<file path="src/inc/supply_fault_map.svh">
// Function
// RL1: Check byte upper nibble emulated only in first user programming state.
// RL2: Marker bits 11 and 10 not user writable; NVM controller sets them.
// RL3: Each 24-bit word carries 4-bit check field in bits 3..0.
// RL4: Word1 bit 22 reads boost timer expired.
// RL5: Word1 bit 21 set on deep sleep forced by 15 dog fails.
// RL6: Buck C overcurrent, overvoltage, undervoltage in word1 bits 20, 19, 18.
// RL7: Buck B flags in bits 16..14, buck A flags in bits 12..10.
// RL8: Buck good timeout sets bit 17, 13 or 9, held until read-clear.
// RL9: Linreg B good timeout after serial turn-on sets word1 bit 8.
// RL10: Linreg A good timeout after serial turn-on sets word1 bit 5.
// RL11: Linreg B undervoltage and overvoltage latch bits 7 and 6.
// RL12: Linreg A undervoltage latches word1 bit 4.
// RL13: High side open load and overcurrent latch word2 bits 22, 21.
// RL14: Word2 bit 20 boost in low power; bits 19, 18 switch monitor errors.
// RL15: Boost feedback overvoltage bit 17, undervoltage bit 16, latched.
// RL16: Boost feedback event in active or first recovery pulses interrupt output.
// RL17: Word2 bit 15 set when interrupt driven low but echo high.
// RL18: Echo mismatches of collect enable, failsafe, dog enable in bits 14..12.
// RL19: Bit 11 set when reset pin reads high while driven low.
// RL20: I/O supply undervoltage latches word2 bit 10.
// RL21: Thermal cut clusters 4..0 latch bits 9..5 until read-clear.
// RL22: Bit 4 is OR of cluster cut flags, not directly clearable.
// RL23: Read-clear bits reset to 0 and set again only on new events.
`ifndef SUPPLY_FAULT_MAP_SVH
`define SUPPLY_FAULT_MAP_SVH
`define NVM_WORD_IDX 8'h19
`define REG_FAULT_IDX 8'h21
`define BOOST_THERM_IDX 8'h22
`define NVM_WORD_ADDR 12'h064
`define REG_FAULT_ADDR 12'h084
`define BOOST_THERM_ADDR 12'h088
`define CTRL_ADDR 12'h100
`define CHECK_MSB 3
`define CHECK_LSB 0
`define EMUL_MSB 19
`define EMUL_LSB 16
`define MARKER_MSB 11
`define MARKER_LSB 10
`define W1_BOOST_TMR 22
`define W1_DOG_SLEEP 21
`define W1_RC_MASK 24'h3FFFF0
`define W2_RC_MASK 24'h7FFFE0
`define W2_SUMMARY 4
`define CTRL_CLEAR_BIT 0
`define NVM_RESET 24'h000000
`endif

</file>
<file path="src/inc/supply_fault_pkg.sv">
package supply_fault_pkg;
    typedef enum logic [2:0] {
        BUS_IDLE = 3'b001,
        BUS_WRITE = 3'b010,
        BUS_READ = 3'b100
    } bus_phase_e;
    typedef struct packed {
        bus_phase_e phase;
        logic [11:0] addr;
        logic [23:0] nvm_word;
        logic [23:0] fault1;
        logic [23:0] fault2;
        logic [31:0] rdata;
        logic irq_pulse;
        logic [1:0] fb_prev;
        logic rc_mode;
    } bank_state_s;
endpackage : supply_fault_pkg

</file>
<file path="src/verilog/supply_fault_status_bank.sv">
`timescale 1ns/1ns
`include "supply_fault_map.svh"
module supply_fault_status_bank
    import supply_fault_pkg::*;
(
    input wire logic sys_clk,
    input wire logic reset,
    input wire logic hsel,
    input wire logic [31:0] haddr,
    input wire logic [1:0] htrans,
    input wire logic hwrite,
    input wire logic [2:0] hsize,
    input wire logic [31:0] hwdata,
    input wire logic hready,
    output logic [31:0] hrdata,
    output logic hreadyout,
    output logic hresp,
    input wire logic user_programming_state,
    input wire logic nvm_marker_load,
    input wire logic [1:0] nvm_marker_value,
    input wire logic [3:0] check_w0,
    input wire logic [3:0] check_w1,
    input wire logic [3:0] check_w2,
    input wire logic boost_timer_expired,
    input wire logic sleep_forced_by_dog_fails,
    input wire logic [2:0] buck_overcurrent,
    input wire logic [2:0] buck_overvoltage,
    input wire logic [2:0] buck_undervoltage,
    input wire logic [2:0] buck_good_timeout,
    input wire logic linreg_b_good_timeout,
    input wire logic linreg_a_good_timeout,
    input wire logic linreg_b_undervoltage,
    input wire logic linreg_b_overvoltage,
    input wire logic linreg_a_undervoltage,
    input wire logic high_side_open_load,
    input wire logic high_side_overcurrent,
    input wire logic boost_on_in_low_power,
    input wire logic bypass_switch_monitor_error,
    input wire logic boost_switch_monitor_error,
    input wire logic boost_feedback_overvoltage,
    input wire logic boost_feedback_undervoltage,
    input wire logic active_or_first_recovery_mode,
    input wire logic irq_drive_low,
    input wire logic irq_echo,
    input wire logic fault_collect_enable_echo_error,
    input wire logic failsafe_out_echo_error,
    input wire logic dog_enable_echo_error,
    input wire logic reset_drive_low,
    input wire logic reset_pin_filtered,
    input wire logic io_supply_undervoltage,
    input wire logic [4:0] thermal_cut_cluster,
    output logic irq_pulse,
    output logic [23:0] nvm_word
);
    bank_state_s st_r;
    bank_state_s st_nxt;
    logic [23:0] w1_set;
    logic [23:0] w2_set;
    logic [23:0] w1_view;
    logic [23:0] w2_view;
    logic addr_take;

    // Merge an event vector into a read-clear word; set wins over clear
    function automatic logic [23:0] latch_word(input logic [23:0] cur, input logic [23:0] set,
                                               input logic clr, input logic [23:0] mask);
        logic [23:0] kept;
        kept = clr ? 24'h000000 : cur;
        return (kept | set) & mask; // RL23
    endfunction : latch_word

    // Place a check field in the low nibble of a word
    function automatic logic [23:0] with_check(input logic [23:0] w, input logic [3:0] c);
        return {w[23:4], c}; // RL3
    endfunction : with_check

    always_comb begin
        w1_set = 24'h000000;
        w1_set[20] = buck_overcurrent[2]; // RL6
        w1_set[19] = buck_overvoltage[2]; // RL6
        w1_set[18] = buck_undervoltage[2]; // RL6
        w1_set[17] = buck_good_timeout[2]; // RL8
        w1_set[16] = buck_overcurrent[1]; // RL7
        w1_set[15] = buck_overvoltage[1]; // RL7
        w1_set[14] = buck_undervoltage[1]; // RL7
        w1_set[13] = buck_good_timeout[1]; // RL8
        w1_set[12] = buck_overcurrent[0]; // RL7
        w1_set[11] = buck_overvoltage[0]; // RL7
        w1_set[10] = buck_undervoltage[0]; // RL7
        w1_set[9] = buck_good_timeout[0]; // RL8
        w1_set[8] = linreg_b_good_timeout; // RL9
        w1_set[7] = linreg_b_undervoltage; // RL11
        w1_set[6] = linreg_b_overvoltage; // RL11
        w1_set[5] = linreg_a_good_timeout; // RL10
        w1_set[4] = linreg_a_undervoltage; // RL12
        w1_set[`W1_DOG_SLEEP] = sleep_forced_by_dog_fails; // RL5
        w2_set = 24'h000000;
        w2_set[22] = high_side_open_load; // RL13
        w2_set[21] = high_side_overcurrent; // RL13
        w2_set[20] = boost_on_in_low_power; // RL14
        w2_set[19] = bypass_switch_monitor_error; // RL14
        w2_set[18] = boost_switch_monitor_error; // RL14
        w2_set[17] = boost_feedback_overvoltage; // RL15
        w2_set[16] = boost_feedback_undervoltage; // RL15
        w2_set[15] = irq_drive_low & irq_echo; // RL17
        w2_set[14] = fault_collect_enable_echo_error; // RL18
        w2_set[13] = failsafe_out_echo_error; // RL18
        w2_set[12] = dog_enable_echo_error; // RL18
        w2_set[11] = reset_drive_low & reset_pin_filtered; // RL19
        w2_set[10] = io_supply_undervoltage; // RL20
        w2_set[9:5] = thermal_cut_cluster; // RL21
    end

    // Read views: timer bit is live, summary is OR of cluster flags
    always_comb begin
        w1_view = with_check(st_r.fault1, check_w1);
        w1_view[`W1_BOOST_TMR] = boost_timer_expired; // RL4
        w2_view = with_check(st_r.fault2, check_w2);
        w2_view[`W2_SUMMARY] = |st_r.fault2[9:5]; // RL22
    end

    assign addr_take = hsel & hready & htrans[1];

    always_comb begin
        st_nxt = st_r;
        st_nxt.phase = BUS_IDLE;
        st_nxt.irq_pulse = 1'b0;
        st_nxt.fb_prev = {boost_feedback_overvoltage, boost_feedback_undervoltage};
        if (addr_take) begin
            st_nxt.addr = haddr[11:0];
            st_nxt.phase = hwrite ? BUS_WRITE : BUS_READ;
            st_nxt.rdata = 32'h00000000;
            case (haddr[11:0])
                `NVM_WORD_ADDR: st_nxt.rdata = {8'h00, with_check(st_r.nvm_word, check_w0)};
                `REG_FAULT_ADDR: st_nxt.rdata = {8'h00, w1_view};
                `BOOST_THERM_ADDR: st_nxt.rdata = {8'h00, w2_view};
                `CTRL_ADDR: st_nxt.rdata = {31'h00000000, st_r.rc_mode};
                default: st_nxt.rdata = 32'h00000000;
            endcase
        end
        st_nxt.fault1 = latch_word(st_r.fault1, w1_set,
            addr_take && !hwrite && st_r.rc_mode && haddr[11:0] == `REG_FAULT_ADDR,
            `W1_RC_MASK);
        st_nxt.fault2 = latch_word(st_r.fault2, w2_set,
            addr_take && !hwrite && st_r.rc_mode && haddr[11:0] == `BOOST_THERM_ADDR,
            `W2_RC_MASK);
        // Rising edge of a feedback fault in the right modes pulses the interrupt
        if (active_or_first_recovery_mode &&
            (|({boost_feedback_overvoltage, boost_feedback_undervoltage} & ~st_r.fb_prev))) begin
            st_nxt.irq_pulse = 1'b1; // RL16
        end
        case (st_r.phase)
            BUS_WRITE: begin
                if (st_r.addr == `NVM_WORD_ADDR && user_programming_state) begin
                    st_nxt.nvm_word[`EMUL_MSB:`EMUL_LSB] = hwdata[`EMUL_MSB:`EMUL_LSB]; // RL1
                end
                if (st_r.addr == `CTRL_ADDR) begin
                    st_nxt.rc_mode = hwdata[`CTRL_CLEAR_BIT];
                end
            end
            BUS_READ: ;
            BUS_IDLE: ;
            default: st_nxt.phase = BUS_IDLE;
        endcase
        if (nvm_marker_load) begin
            st_nxt.nvm_word[`MARKER_MSB:`MARKER_LSB] = nvm_marker_value; // RL2
        end
    end

    always_ff @(posedge sys_clk or posedge reset) begin
        if (reset) begin
            st_r <= '{phase: BUS_IDLE,
                      addr: 12'h000,
                      nvm_word: `NVM_RESET,
                      fault1: 24'h000000,
                      fault2: 24'h000000,
                      rdata: 32'h00000000,
                      irq_pulse: 1'b0,
                      fb_prev: 2'b00,
                      rc_mode: 1'b1};
        end else begin
            st_r <= st_nxt;
        end
    end

    assign hrdata = st_r.rdata;
    assign hreadyout = 1'b1;
    assign hresp = 1'b0;
    assign irq_pulse = st_r.irq_pulse;
    assign nvm_word = with_check(st_r.nvm_word, check_w0);
endmodule : supply_fault_status_bank

</file>
<file path="config.mk">
export PLATFORM = sky130hd
export DESIGN_NAME = supply_fault_status_bank
export DESIGN_NICKNAME = d
export VERILOG_FILES = /design/src/inc/supply_fault_pkg.sv /design/src/verilog/supply_fault_status_bank.sv
export VERILOG_INCLUDE_DIRS = /design/src /design/src/inc
export SDC_FILE = /design/constraint.sdc
export NUM_CORES = 1
export LEC_CHECK = 0
export ABC_CLOCK_PERIOD_IN_PS = 4300
export BUFFER_PORTS_ARGS = -buffer_cell sky130_fd_sc_hd__buf_2
export CORE_MARGIN = 2
export CORE_UTILIZATION = 49
export DETAILED_ROUTE_END_ITERATION = 8
export PLACE_DENSITY = 0.85
export REMOVE_ABC_BUFFERS = 1
export SLEW_MARGIN = 20
export SYNTH_ARGS = -nofsm -noshare
export SYNTH_HDL_FRONTEND = slang
export SYNTH_SLANG_ARGS = --single-unit
</file>
<file path="constraint.sdc">
create_clock -name sys_clk -period 4.3 [get_ports sys_clk]
set_clock_uncertainty 0.2 [all_clocks]
set_input_delay 0.215 -clock sys_clk [delete_from_list [all_inputs] [get_ports sys_clk]]
set_output_delay 0.215 -clock sys_clk [all_outputs]
set_load 0.02 [all_outputs]
</file>
After elaboration in Yosys (flattened, before gate mapping):

Cells that the tools add are included.

* flip-flop bits (word level): 93
* input bits: 130
* output and inout port bits: 59
* logic and storage cells: 46

* equal/unequal tests: 9
* muxes and demuxes: 7
* bitwise operators: 8
* reduce and logical (&&, ||, !) cells: 12

Operators by type and width (count)
* $pmux 23 s4: 1
* $eq 12x7->1 const B: 2
* $eq 12x8->1 const B: 2
* $eq 12x9->1 const B: 2
* $mux 23: 1
* $or 23x23->23: 1
* $mux 22: 1
* $or 22x22->22: 1
* $mux 15: 1
* $logic_and 1x1->1: 6
* $mux 3: 2
* $reduce_or 5->1: 1
* $and 1x1->1: 4
* $reduce_and 2->1: 2
* $eq 3x1->1 const B: 1
* $eq 3x2->1 const B: 1
* $eq 3x3->1 const B: 1
* $reduce_or 3->1: 1
* $and 2x2->2: 1
* $not 2->2: 1
* $reduce_or 2->1: 1
* $logic_not 1->1: 1
* $mux 1: 1

Longest topological paths before layout:

Gate-level depths: netlist of the first run.

* word-level depth: 7
* mapped depth: 6
* mapped depth without buffers: 4

Least setup slack after synthesis of the first run:

Ideal clock, no wire load.

* path kind: reg2reg
* start point: reg st_r[122] (netlist name)
* end point: reg st_r, in the netlist nvm_word[16]
* library setup time: 0.128 ns
* arrival: 1.423 ns
* data required time: 3.972 ns
* slack: 2.550 ns
* cell stages (with the launch flop): 5
* path buffers: 0
* clock period less this slack: 1.750 ns
* path through: dfrtp_1 -> nor4b_1 -> nand3_1 -> nor3_2 -> mux2_1

* cells in the longest elaborated chain, start to end: 2

RTL lines
* from (decl): RTL line supply_fault_status_bank.sv:55 `bank_state_s st_r;`
* from (signal assigned): RTL line supply_fault_status_bank.sv:171 `st_r <= '{phase: BUS_IDLE,`
* from (signal assigned): RTL line supply_fault_status_bank.sv:181 `st_r <= st_nxt;`
* $eq 3x2->1: RTL line supply_fault_status_bank.sv:151 `case (st_r.phase)`
* $reduce_and 2->1 (no line)

Every way passes these cells.
A chain may end at the register's enable or synchronous reset.

==> results.md, run 1 <==
- Grt ovf: 0
- Yosys top cell area share: 0.5282
- Inserted Clock Buffers: 9
- Unrepaired setup endpoints after global routing: no
- Post-synthesis simple-gate area fraction: 0.06989
- Clk sink count: 84
- Via Count: 2965
- Crit path to: st_r[51]$_DFF_PP0_
- LEAKAGE: 0.002244 µW
- Routed WL: 9.224 mm
- Inserted Diodes: 0
- Gpl congestion: 0.7830
- CP max FO: 18
- Max H-tree Level: 3
- Nets: 598
- Initial Util: 0.5054
- CTS clock-pin slew for the worst setup and hold paths: 80 ps
- Min Hold Slack: 26.38 ps
- Vias in the first global route: 2955
- Post-CTS Setup Bufs: 0
- R2R setup slack: 1680 ps
- Final hold vios: 0
- FF-to-FF End: st_r[51]$_DFF_PP0_
- Final Instance Area: approximately 0.005 mm²
- Main synth FF type: dfrtp_1
- Die span in y: just over 90 µm
- Synth Area in Adders: 0
- First-pass DRT Iterations: 4
- Syn. warnings: 0
- CP required: 4330 ps
- Pwr dens: around 330 mW/mm²
- Cell taking the most area after synthesis: dfrtp_1
- Post-cts resize count: 0
- Remaining DRCs: 0
- Via density: about 5.2
- Mapped cell area: ~0.0039 mm²
- Crit path kind: in -> reg
- Area Growth Syn to Fin: 29.50%
- Worst path cell trace: dlygate4sd3_1 -> buf_2 -> nor3_1 -> nand4_1 -> nand4bb_1 -> a22o_1 -> dlygate4sd3_1
- Crit path top cell by count: dlygate4sd3_1
- FF-to-FF path depth: 3
- CP Depth: 7
- HP Class: in -> reg
- Worst skew pair latency: 350 ps
- Final slew viol count: 0
- Count of cell types in the netlist: 38
- FF+latch count, synth: 84
- Critical Path Source: haddr[4]
- Antenna viol nets, final: 0
- Top cells by area, synth: dfrtp_1, buf_4, a21o_1
- Antenna violations before repair: 0
- Relative slew margins: 0.3769
- DIE AREA: 0.008656 mm²
- All-layer global routing usage: 0.2225
- Number of fillers in the final layout: 606
- Post-synth EDFFs: 0
- Post-synthesis cell count: 326
- FF/Latch Area: 0.002105 mm²
- Die Span X: 93.04 µm
- Area after DPL: around 0.0042 mm²
- First-pass GRT wire length: about 15 mm
- Post-Synth XOR/XNOR Area: 0.002254
- Post-detail-place hpwl: 5.722 mm
- Wire per inst: 16.04 µm
- Maxcap violations: 0
- Site Rows: 32
- Final period utilization: 0.8918
- Share of layout cells above drive strength 1: 0.3256
- Worst path slowest cell: nand4bb_1
- Startpoint types: input pin
- Slowest stage delay, CP: 1070 ps
- Sequential share of the synthesized area: 0.5417
- Status: finished clean
- Initial DRC Count: around 130
- Setup TNS: 0 ps
- Dpl ws: 1266 ps
- Setup crit end kind: flip-flop
- VDD IR-drop max: 230.3 µV
- Largest family of logic cells by synthesized area: compound AO/OA/AOI/OAI gates
- Setup-failing EPs final: 0
- I/O pin count: 189
- Minimum clock period: between 3000 and 4000 ps
- Max Clk Rate: ~0.26 GHz
- CP delay by family, top: simple AND/OR/NAND/NOR gates
- Multiplexer share of the synthesized area: 0.05507
- Mapped Avg Cell Area: about 12 µm²
- Post-synthesis compound-gate area fraction: 0.1932
- Multi-input logic area: 0.001344 mm²
- RR Startpoint: st_r[0]$_DFFE_PP1P_
- Clock Tree Buf Depth: 2
- Largest net degree at the start of global routing: 56
- Final Worst Setup Slack: 465.3 ps
- Clock Tree Root: clkbuf_8
- Asr flop ratio synth: 1.000
- Worst slew pin tran: 929.4 ps
- Total power: 1636 µW
- PortBufs: 112
- Critical Path AT: 3860 ps
- Buf+Inv Stages, Crit Path: 3
- CORE AREA: around 0.0077 mm²
- CTS tree: done
routing by layer:
metal / vias to the layer above / share of wire / wire [µm] / global-route usage
met5: - / 0 / 0 / 0
met4: 0 / 0.018 / 165 / 0.09559
met3: 18 / 0.053 / 492 / 0.03626
met2: 122 / 0.51 / 4672 / 0.3865
met1: 1455 / 0.42 / 3894 / 0.2752
li1: 1370 / - / - / -
registers in the layout, indices dropped and copies added, names as in the netlist:
signal / count
st_r: 54
hrdata: 23
nvm_word: 6
irq_pulse: 1
worst register-to-register path: stages, from the launching register on:
cell,delay (ps)
dfstp_2,570
nand4bb_1,740
a22o_1,450
dlygate4sd3_1,560
synthesized netlist by cell type, types with 2 or more instances:
library cell  number
and2_1             2
and2_4             2
conb_1             2
nor2_1             4
a22o_1            13
dfrtp_1           82
a22oi_1           23
dfstp_2            2
nor4b_1            2
o21ai_1           14
mux2_2            14
nor3_1             4
mux2_1             5
buf_6              3
inv_1              4
o2bb2ai_1         10
nor4_1             2
nor2b_1            2
buf_4             59
clkbuf_1           7
buf_2              2
nand2_1           17
a21o_1            34
nand4bb_1          2
nand3_1            2
cell type report:
class                           count  share of cell area
Clock buffer                       12             0.02885
Sequential cell                    84              0.4183
Timing Repair Buffer              179              0.2427
Tap cell                          102             0.02537
Multi-Input combinational cell    190              0.2671
Clock inverter                      4             0.01442
Inverter                            4            0.003233
worst min-delay path by stage:
stage                                  to  slack, ps  depth (start not counted)                        start
finish              hrdata[1]$_DFFE_PP0N_         30                          3                  check_w0[1]
global route        hrdata[1]$_DFFE_PP0N_         20                          3                  check_w0[1]
CTS                 hrdata[1]$_DFFE_PP0N_         10                          3                  check_w0[1]
detailed placement      st_r[1]$_DFF_PP0_        160                          1  boost_feedback_undervoltage
global placement        st_r[2]$_DFF_PP0_        160                          1   boost_feedback_overvoltage
floorplan               st_r[1]$_DFF_PP0_         50                          0  boost_feedback_undervoltage
cells by family (layout without fill, tap and decap cells):
logic type | count (synthesis) | in the layout
AOI/OAI and AO/OA | 99 | 99
DFF | 84 | 84
buffers and inverters | 75 | 199
and+or+nand+nor | 46 | 46
muxes | 19 | 19
other | 2 | 25
xor gates and xnor gates | 1 | 1
power by group:
| group | switching [µW] | leakage (µW) | internal, µW | total (µW) |
|---|---|---|---|---|
| clock | 270 | 0.000107 | 343 | 612 |
| combinational | 93.6 | 0.00120 | 98.2 | 192 |
| sequential | 16.3 | 0.000942 | 816 | 832 |
| total | 379 | 0.00224 | 1260 | 1640 |
per-stage QoR:
| stage | instances | utilization |
|---|---|---|
| 2_1_floorplan | 278 | - |
| 3_3_place_gp | 496 | 0.5441 |
| 3_5_place_dp | 496 | 0.5441 |
| 4_1_cts | 575 | 0.6545 |
| 5_1_grt | 575 | 0.6545 |
| 6_report | 575 | 0.6545 |
cells in the final DEF, fill, tap and decap left out, types with 2 or more instances in the layout:
| master | n |
|---|---|
| nor2b_1 | 2 |
| mux2_2 | 14 |
| nand2_1 | 17 |
| and2_4 | 2 |
| and2_1 | 2 |
| o2bb2ai_1 | 10 |
| conb_1 | 25 |
| inv_1 | 3 |
| o21ai_1 | 14 |
| dlygate4sd3_1 | 63 |
| dfstp_2 | 2 |
| clkbuf_1 | 2 |
| bufinv_16 | 2 |
| a22oi_1 | 23 |
| mux2_1 | 5 |
| buf_2 | 112 |
| buf_4 | 4 |
| nor3_1 | 4 |
| nand4bb_1 | 2 |
| nor4b_1 | 2 |
| clkbuf_8 | 10 |
| clkinv_2 | 2 |
| a21o_1 | 34 |
| a22o_1 | 13 |
| nor4_1 | 2 |
| dfrtp_1 | 82 |
| nor2_1 | 4 |
what timing repair did:
action,4_1_cts,5_1_grt
hold buffers,63,0
setup endpoints to repair,0,0
hold endpoints to repair,113,0
No activity file was read; power rests on OpenSTA's default activity.
==> run 2: changes to the inputs <==
--- a/config.mk
+++ b/config.mk
@@ -10,6 +10,7 @@
 export BUFFER_PORTS_ARGS = -buffer_cell sky130_fd_sc_hd__buf_2
 export CORE_MARGIN = 2
 export CORE_UTILIZATION = 49
+export CTS_BUF_LIST = sky130_fd_sc_hd__clkbuf_4 sky130_fd_sc_hd__clkbuf_8
 export DETAILED_ROUTE_END_ITERATION = 8
 export PLACE_DENSITY = 0.85
 export REMOVE_ABC_BUFFERS = 1
==> results.md, run 2 (synthesis results as in run 1) <==
- Post-detail-place hpwl: around 5.7 mm
- Post-cts resize count: 0
- Inst Count DP: 496
- Setup TNS: 0 ps
- Top reg by flops: st_r
- Worst slew pin tran: roughly 940 ps
- Total power: 1645 µW
- HP Class: in -> reg
- Via Count: 2945
- Final period utilization: 0.8937
- Dpl ws: 1266 ps
- CTS clock-pin slew for the worst setup and hold paths: approximately 80 ps
- Final Util: 0.6558
- CTS tree: done
- Pwr dens: 326.3 mW/mm²
- Max Clk Rate: 0.2602 GHz
- Clk sink count: 84
- Status: finished clean
- All-layer global routing usage: 0.2242
- Slowest stage delay, CP: 1070 ps
- CP delay by family, top: simple AND/OR/NAND/NOR gates
- Antenna viol nets, final: 0
- Area Growth Syn to Fin: 29.76%
- Site Rows: 32
- CP max FO: 18
- Clock Tree Buf Depth: 2
- First-pass GRT wire length: 14.82 mm
- DIE AREA: 0.008656 mm²
- Initial Util: 0.5054
- Crit path kind: in -> reg
- Minimum clock period: 3843 ps
- Worst skew pair latency: ~350 ps
- Remaining DRCs: 0
- Final Worst Setup Slack: 457.2 ps
- Vias in the first global route: 2991
- Commonest cells after routing, fill and taps aside: buf_2, dfrtp_1, dlygate4sd3_1, a21o_1, conb_1
- PortBufs: 112
- Largest net degree at the start of global routing: 56
- Unrepaired setup endpoints after global routing: no
- CP required: 4330 ps
- Max FFs per register: 54
- Post-CTS Setup Bufs: 0
- Clock Tree Root: clkbuf_8
- Setup crit end kind: flip-flop
- Relative slew margins: 0.3699
- I/O pin count: 189
- Inserted Clock Buffers: 9
- Most common cell after layout, fill and taps aside: buf_2
- CORE AREA: 0.007687 mm²
- Worst path cell trace: dlygate4sd3_1 -> buf_2 -> nor3_1 -> nand4_1 -> nand4bb_1 -> a22o_1 -> dlygate4sd3_1
- Startpoint types: input pin
- Via density: 5.113
- CTS Hold Bufs: 63
- Maxcap violations: 0
- Final slew viol count: 0
- Post-route insts no fill: 576
- Worst path slowest cell: nand4bb_1
- Share of layout cells above drive strength 1: 0.3298
- Grt ovf: 0
- Gpl congestion: 0.7830
- VDD IR-drop max: 229.9 µV
- Number of fillers in the final layout: 602
- Critical Path AT: around 3900 ps
- Setup-failing EPs final: 0
- Die Span X: 93.04 µm
- Routed WL: around 9.2 mm
- Max H-tree Level: 3
- Crit path top cell by count: dlygate4sd3_1
- Antenna violations before repair: 0
- Final hold vios: 0
- Nets: 598
- Die span in y: roughly 93 µm
- First-pass DRT Iterations: 4
- Wire per inst: ~16 µm
- Initial DRC Count: a little over 100
- Buf+Inv Stages, Crit Path: 3
- LEAKAGE: 0.002251 µW
## run 2: cell types whose count changed in the layout (fill, tap and decap cells not counted), sizes merged
| cell | previous run | this run |
|---|---|---|
| diode | 0 | 1 |
## run 2: metrics by stage
| step | instance area, µm² | hold WS, ps |
|---|---|---|
| floorplan | 3458 | 46.43 |
| global route | 5039 | 23.19 |
| detailed placement | 4183 | 156.4 |
| global placement | 4183 | 158.9 |
| CTS | 5039 | 9.830 |
| finish | 5041 | 29.15 |
## run 2: layer usage
metal | routed length [µm] | share of wire | vias to the layer above | global-route usage
li1 | - | - | 1370 | -
met1 | 3866 | 0.42 | 1434 | 0.2784
met2 | 4683 | 0.51 | 127 | 0.3889
met3 | 522 | 0.057 | 14 | 0.03546
met4 | 133 | 0.014 | 0 | 0.09681
met5 | 0 | 0 | - | 0
## run 2: worst min-delay path: stages
cell       delay (ps)
buf_2              90
o2bb2ai_1         110
a22o_1            120
## run 2: report_power, final
| part | internal (µW) | switching (µW) |
|---|---|---|
| logic | 98.2 | 93.7 |
| registers | 816 | 16.3 |
| clock network | 355 | 266 |
## run 2: layout make-up
class,instances,area [µm²],share of cell area
diodes,1,2.502,0.0004964
clock buffers,12,152.6,0.03028
clock inverters,4,72.57,0.01440
inverters,4,16.27,0.003227
multi-input cells,190,1344,0.2666
flip-flops and latches,84,2105,0.4175
well taps,102,127.6,0.02532
repair buffers,179,1221,0.2422
## run 2: final timing paths
check / start / endpoint / slack [ps] / cells past startpoint
min in group asynchronous: reset / st_r[111]$_DFFE_PP0N_ / 390 / 3
hold / removal: check_w0[1] / hrdata[1]$_DFFE_PP0N_ / 30 / 3
max in group asynchronous: reset / hrdata[6]$_DFFE_PP0N_ / 2610 / 4
hold reg to reg: st_r[75]$_DFF_PP0_ / st_r[75]$_DFF_PP0_ / 280 / 1
setup reg to reg: st_r[0]$_DFFE_PP1P_ / st_r[51]$_DFF_PP0_ / 1670 / 3
setup / recovery: haddr[4] / st_r[51]$_DFF_PP0_ / 460 / 7
==> run 3: changes to the inputs <==
--- a/config.mk
+++ b/config.mk
@@ -12,7 +12,7 @@
 export CORE_UTILIZATION = 49
 export CTS_BUF_LIST = sky130_fd_sc_hd__clkbuf_4 sky130_fd_sc_hd__clkbuf_8
 export DETAILED_ROUTE_END_ITERATION = 8
-export PLACE_DENSITY = 0.85
+export PLACE_DENSITY_LB_ADDON = 0.2
 export REMOVE_ABC_BUFFERS = 1
 export SLEW_MARGIN = 20
 export SYNTH_ARGS = -nofsm -noshare
==> results.md, run 3 (synthesis results as in run 1) <==
- VDD IR-drop max: 154.0 µV
- RR Startpoint: st_r[122]$_DFF_PP0_
- Clock Power Share: 0.352
- CTS tree: done
- Routed WL: 8.975 mm
- Hold path depth: 3
- DIE AREA: a little under 0.009 mm²
- Maxcap violations: 0
- Max Clk Rate: 0.3196 GHz
- Critical Path AT: roughly 3200 ps
- Number of fillers in the final layout: 614
- Pwr dens: 314.8 mW/mm²
- HP Class: in -> reg
- Clk sink count: 84
- Logic pwr share: 0.122
- Crit path to: st_r[51]$_DFF_PP0_
- FF/Latch Area: roughly 0.0021 mm²
- Crit path top cell by count: dlygate4sd3_1
- Sw Pwr: around 370 µW
- Largest net degree at the start of global routing: 44
- CTS clock-pin slew for the worst setup and hold paths: 80 ps
- Antenna viol nets, final: 0
- Wire per inst: 15.61 µm
- Clock Tree Root: clkbuf_8
- Final hold vios: 0
- Relative slew margins: 0.5233
- Post-route insts no fill: between 500 and 600
- R2R setup slack: roughly 2300 ps
- FF-to-FF End: nvm_word[17]$_DFFE_PP0P_
- Inserted Clock Buffers: 9
- Initial DRC Count: 130
- Area Growth Syn to Fin: 29.28%
- Via Count: 2969
- Grt ovf: 0
- Most common cell after layout, fill and taps aside: buf_2
- Inst Count DP: around 500
- Post-detail-place hpwl: between 5 and 6 mm
- Worst path slowest cell: nand4_1
- Antenna violations before repair: 0
- Clock Tree Buf Depth: 2
- Worst slew pin tran: 714.2 ps
- Post-cts resize count: 0
- Minimum clock period: 3129 ps
- Site Rows: 32
- LEAKAGE: around 0.0022 µW
- Commonest cells after routing, fill and taps aside: buf_2, dfrtp_1, dlygate4sd3_1, a21o_1, conb_1
- Top reg by flops: st_r
- Die span in y: 93.04 µm
- Slowest stage delay, CP: slightly above 600 ps
- I/O pin count: 189
- All-layer global routing usage: 0.2171
- Status: finished clean
- Multi-input logic area: about 0.0013 mm²
- Setup-failing EPs final: 0
- Die Span X: 93.04 µm
- Seq pwr share: 0.526
- First-pass GRT wire length: 14.39 mm
- Pint: 1213 µW
- Final period utilization: 0.7278
- Post-CTS Setup Bufs: 0
- Share of layout cells above drive strength 1: 0.3298
- CP max FO: 18
- FF-to-FF path depth: 4
- Via density: 5.163
- Nets: 600
- CP Depth: 8
- Initial Util: 0.5054
- CP required: 4330 ps
- Buf+Inv Stages, Crit Path: 4
- Critical Path Source: haddr[4]
- Worst path cell trace: dlygate4sd3_1 -> buf_2 -> nor3_1 -> nand4_1 -> nand4bb_1 -> buf_4 -> a22o_1 -> dlygate4sd3_1
- Max H-tree Level: 3
- CORE AREA: 0.007687 mm²
- Worst skew pair latency: between 300 and 400 ps
- Startpoint types: input pin
- PortBufs: 112
- Final slew viol count: 0
- Gpl congestion: about 0.8
- Inserted Diodes: 0
- Switching Fraction: 0.2325
- Vias in the first global route: approximately 3000
- Setup crit end kind: flip-flop
- First-pass DRT Iterations: 4
- CP delay by family, top: buffers and inverters
- Unrepaired setup endpoints after global routing: no
- Remaining DRCs: 0
- Max FFs per register: 54
- CTS Hold Bufs: 63
- Crit path kind: in -> reg
- Setup TNS: 0 ps
-- run 3: cell count changes in the layout (fill, tap and decap cells not counted), sizes merged --
cell	before	now
buf	116	118
bufinv	2	1
clkinvlp	1	0
diode	1	0
-- run 3: tightest hold or removal path: cells and delay by family --
kind,cells,cell delay [ps]
buffers and inverters,1,90
AOI/OAI and AO/OA,2,230
-- run 3: worst min-delay path by stage --
stage                                      startpoint               endpoint  slack, ps
after detailed placement                        reset     st_r[51]$_DFF_PP0_        140
after global placement                          reset     st_r[75]$_DFF_PP0_        140
final                                     check_w0[3]  hrdata[3]$_DFFE_PP0N_         20
after floorplan           boost_feedback_undervoltage      st_r[1]$_DFF_PP0_         50
after global routing                      check_w0[3]  hrdata[3]$_DFFE_PP0N_         20
after CTS                                 check_w0[3]  hrdata[3]$_DFFE_PP0N_          8
-- run 3: through the flow --
| stage | util | instance area (µm²) | worst slack [ps] | power (µW) | hold WS, ps |
|---|---|---|---|---|---|
| after floorplan | - | 3458 | 1723 | 922.2 | 46.43 |
| after global placement | 0.5461 | 4198 | 1921 | 988.2 | 140.2 |
| after detailed placement | 0.5461 | 4198 | 1885 | 993.6 | 143.1 |
| after CTS | 0.6533 | 5022 | 1162 | 1594 | 8.187 |
| after global routing | 0.6533 | 5022 | 993.8 | 1650 | 24.59 |
| final | 0.6533 | 5022 | 1171 | 1581 | 20.66 |
-- run 3: power groups by stage --
stage | Combinational, µW | Clock, µW | Sequential (µW)
after floorplan | 77.3 | 0 | 845
after global placement | 144 | 0 | 845
after detailed placement | 147 | 0 | 846
after CTS | 192 | 572 | 831
after global routing | 211 | 605 | 834
final | 193 | 557 | 831
-- run 3: per-layer routing --
metal	wire, µm	part of all wire	vias up	GRT usage
met5	0	0	-	0
met4	193	0.022	0	0.09314
met3	525	0.058	20	0.04674
met2	4408	0.49	114	0.3593
met1	3848	0.43	1461	0.2769
li1	-	-	1374	-
-- run 3: area by class of cell --
class	instances	area share
inverters	4	0.003239
multi-input cells	190	0.2676
flip-flops and latches	84	0.4190
repair buffers	181	0.2461
clock inverters	2	0.006976
well taps	102	0.02541
clock buffers	12	0.03164
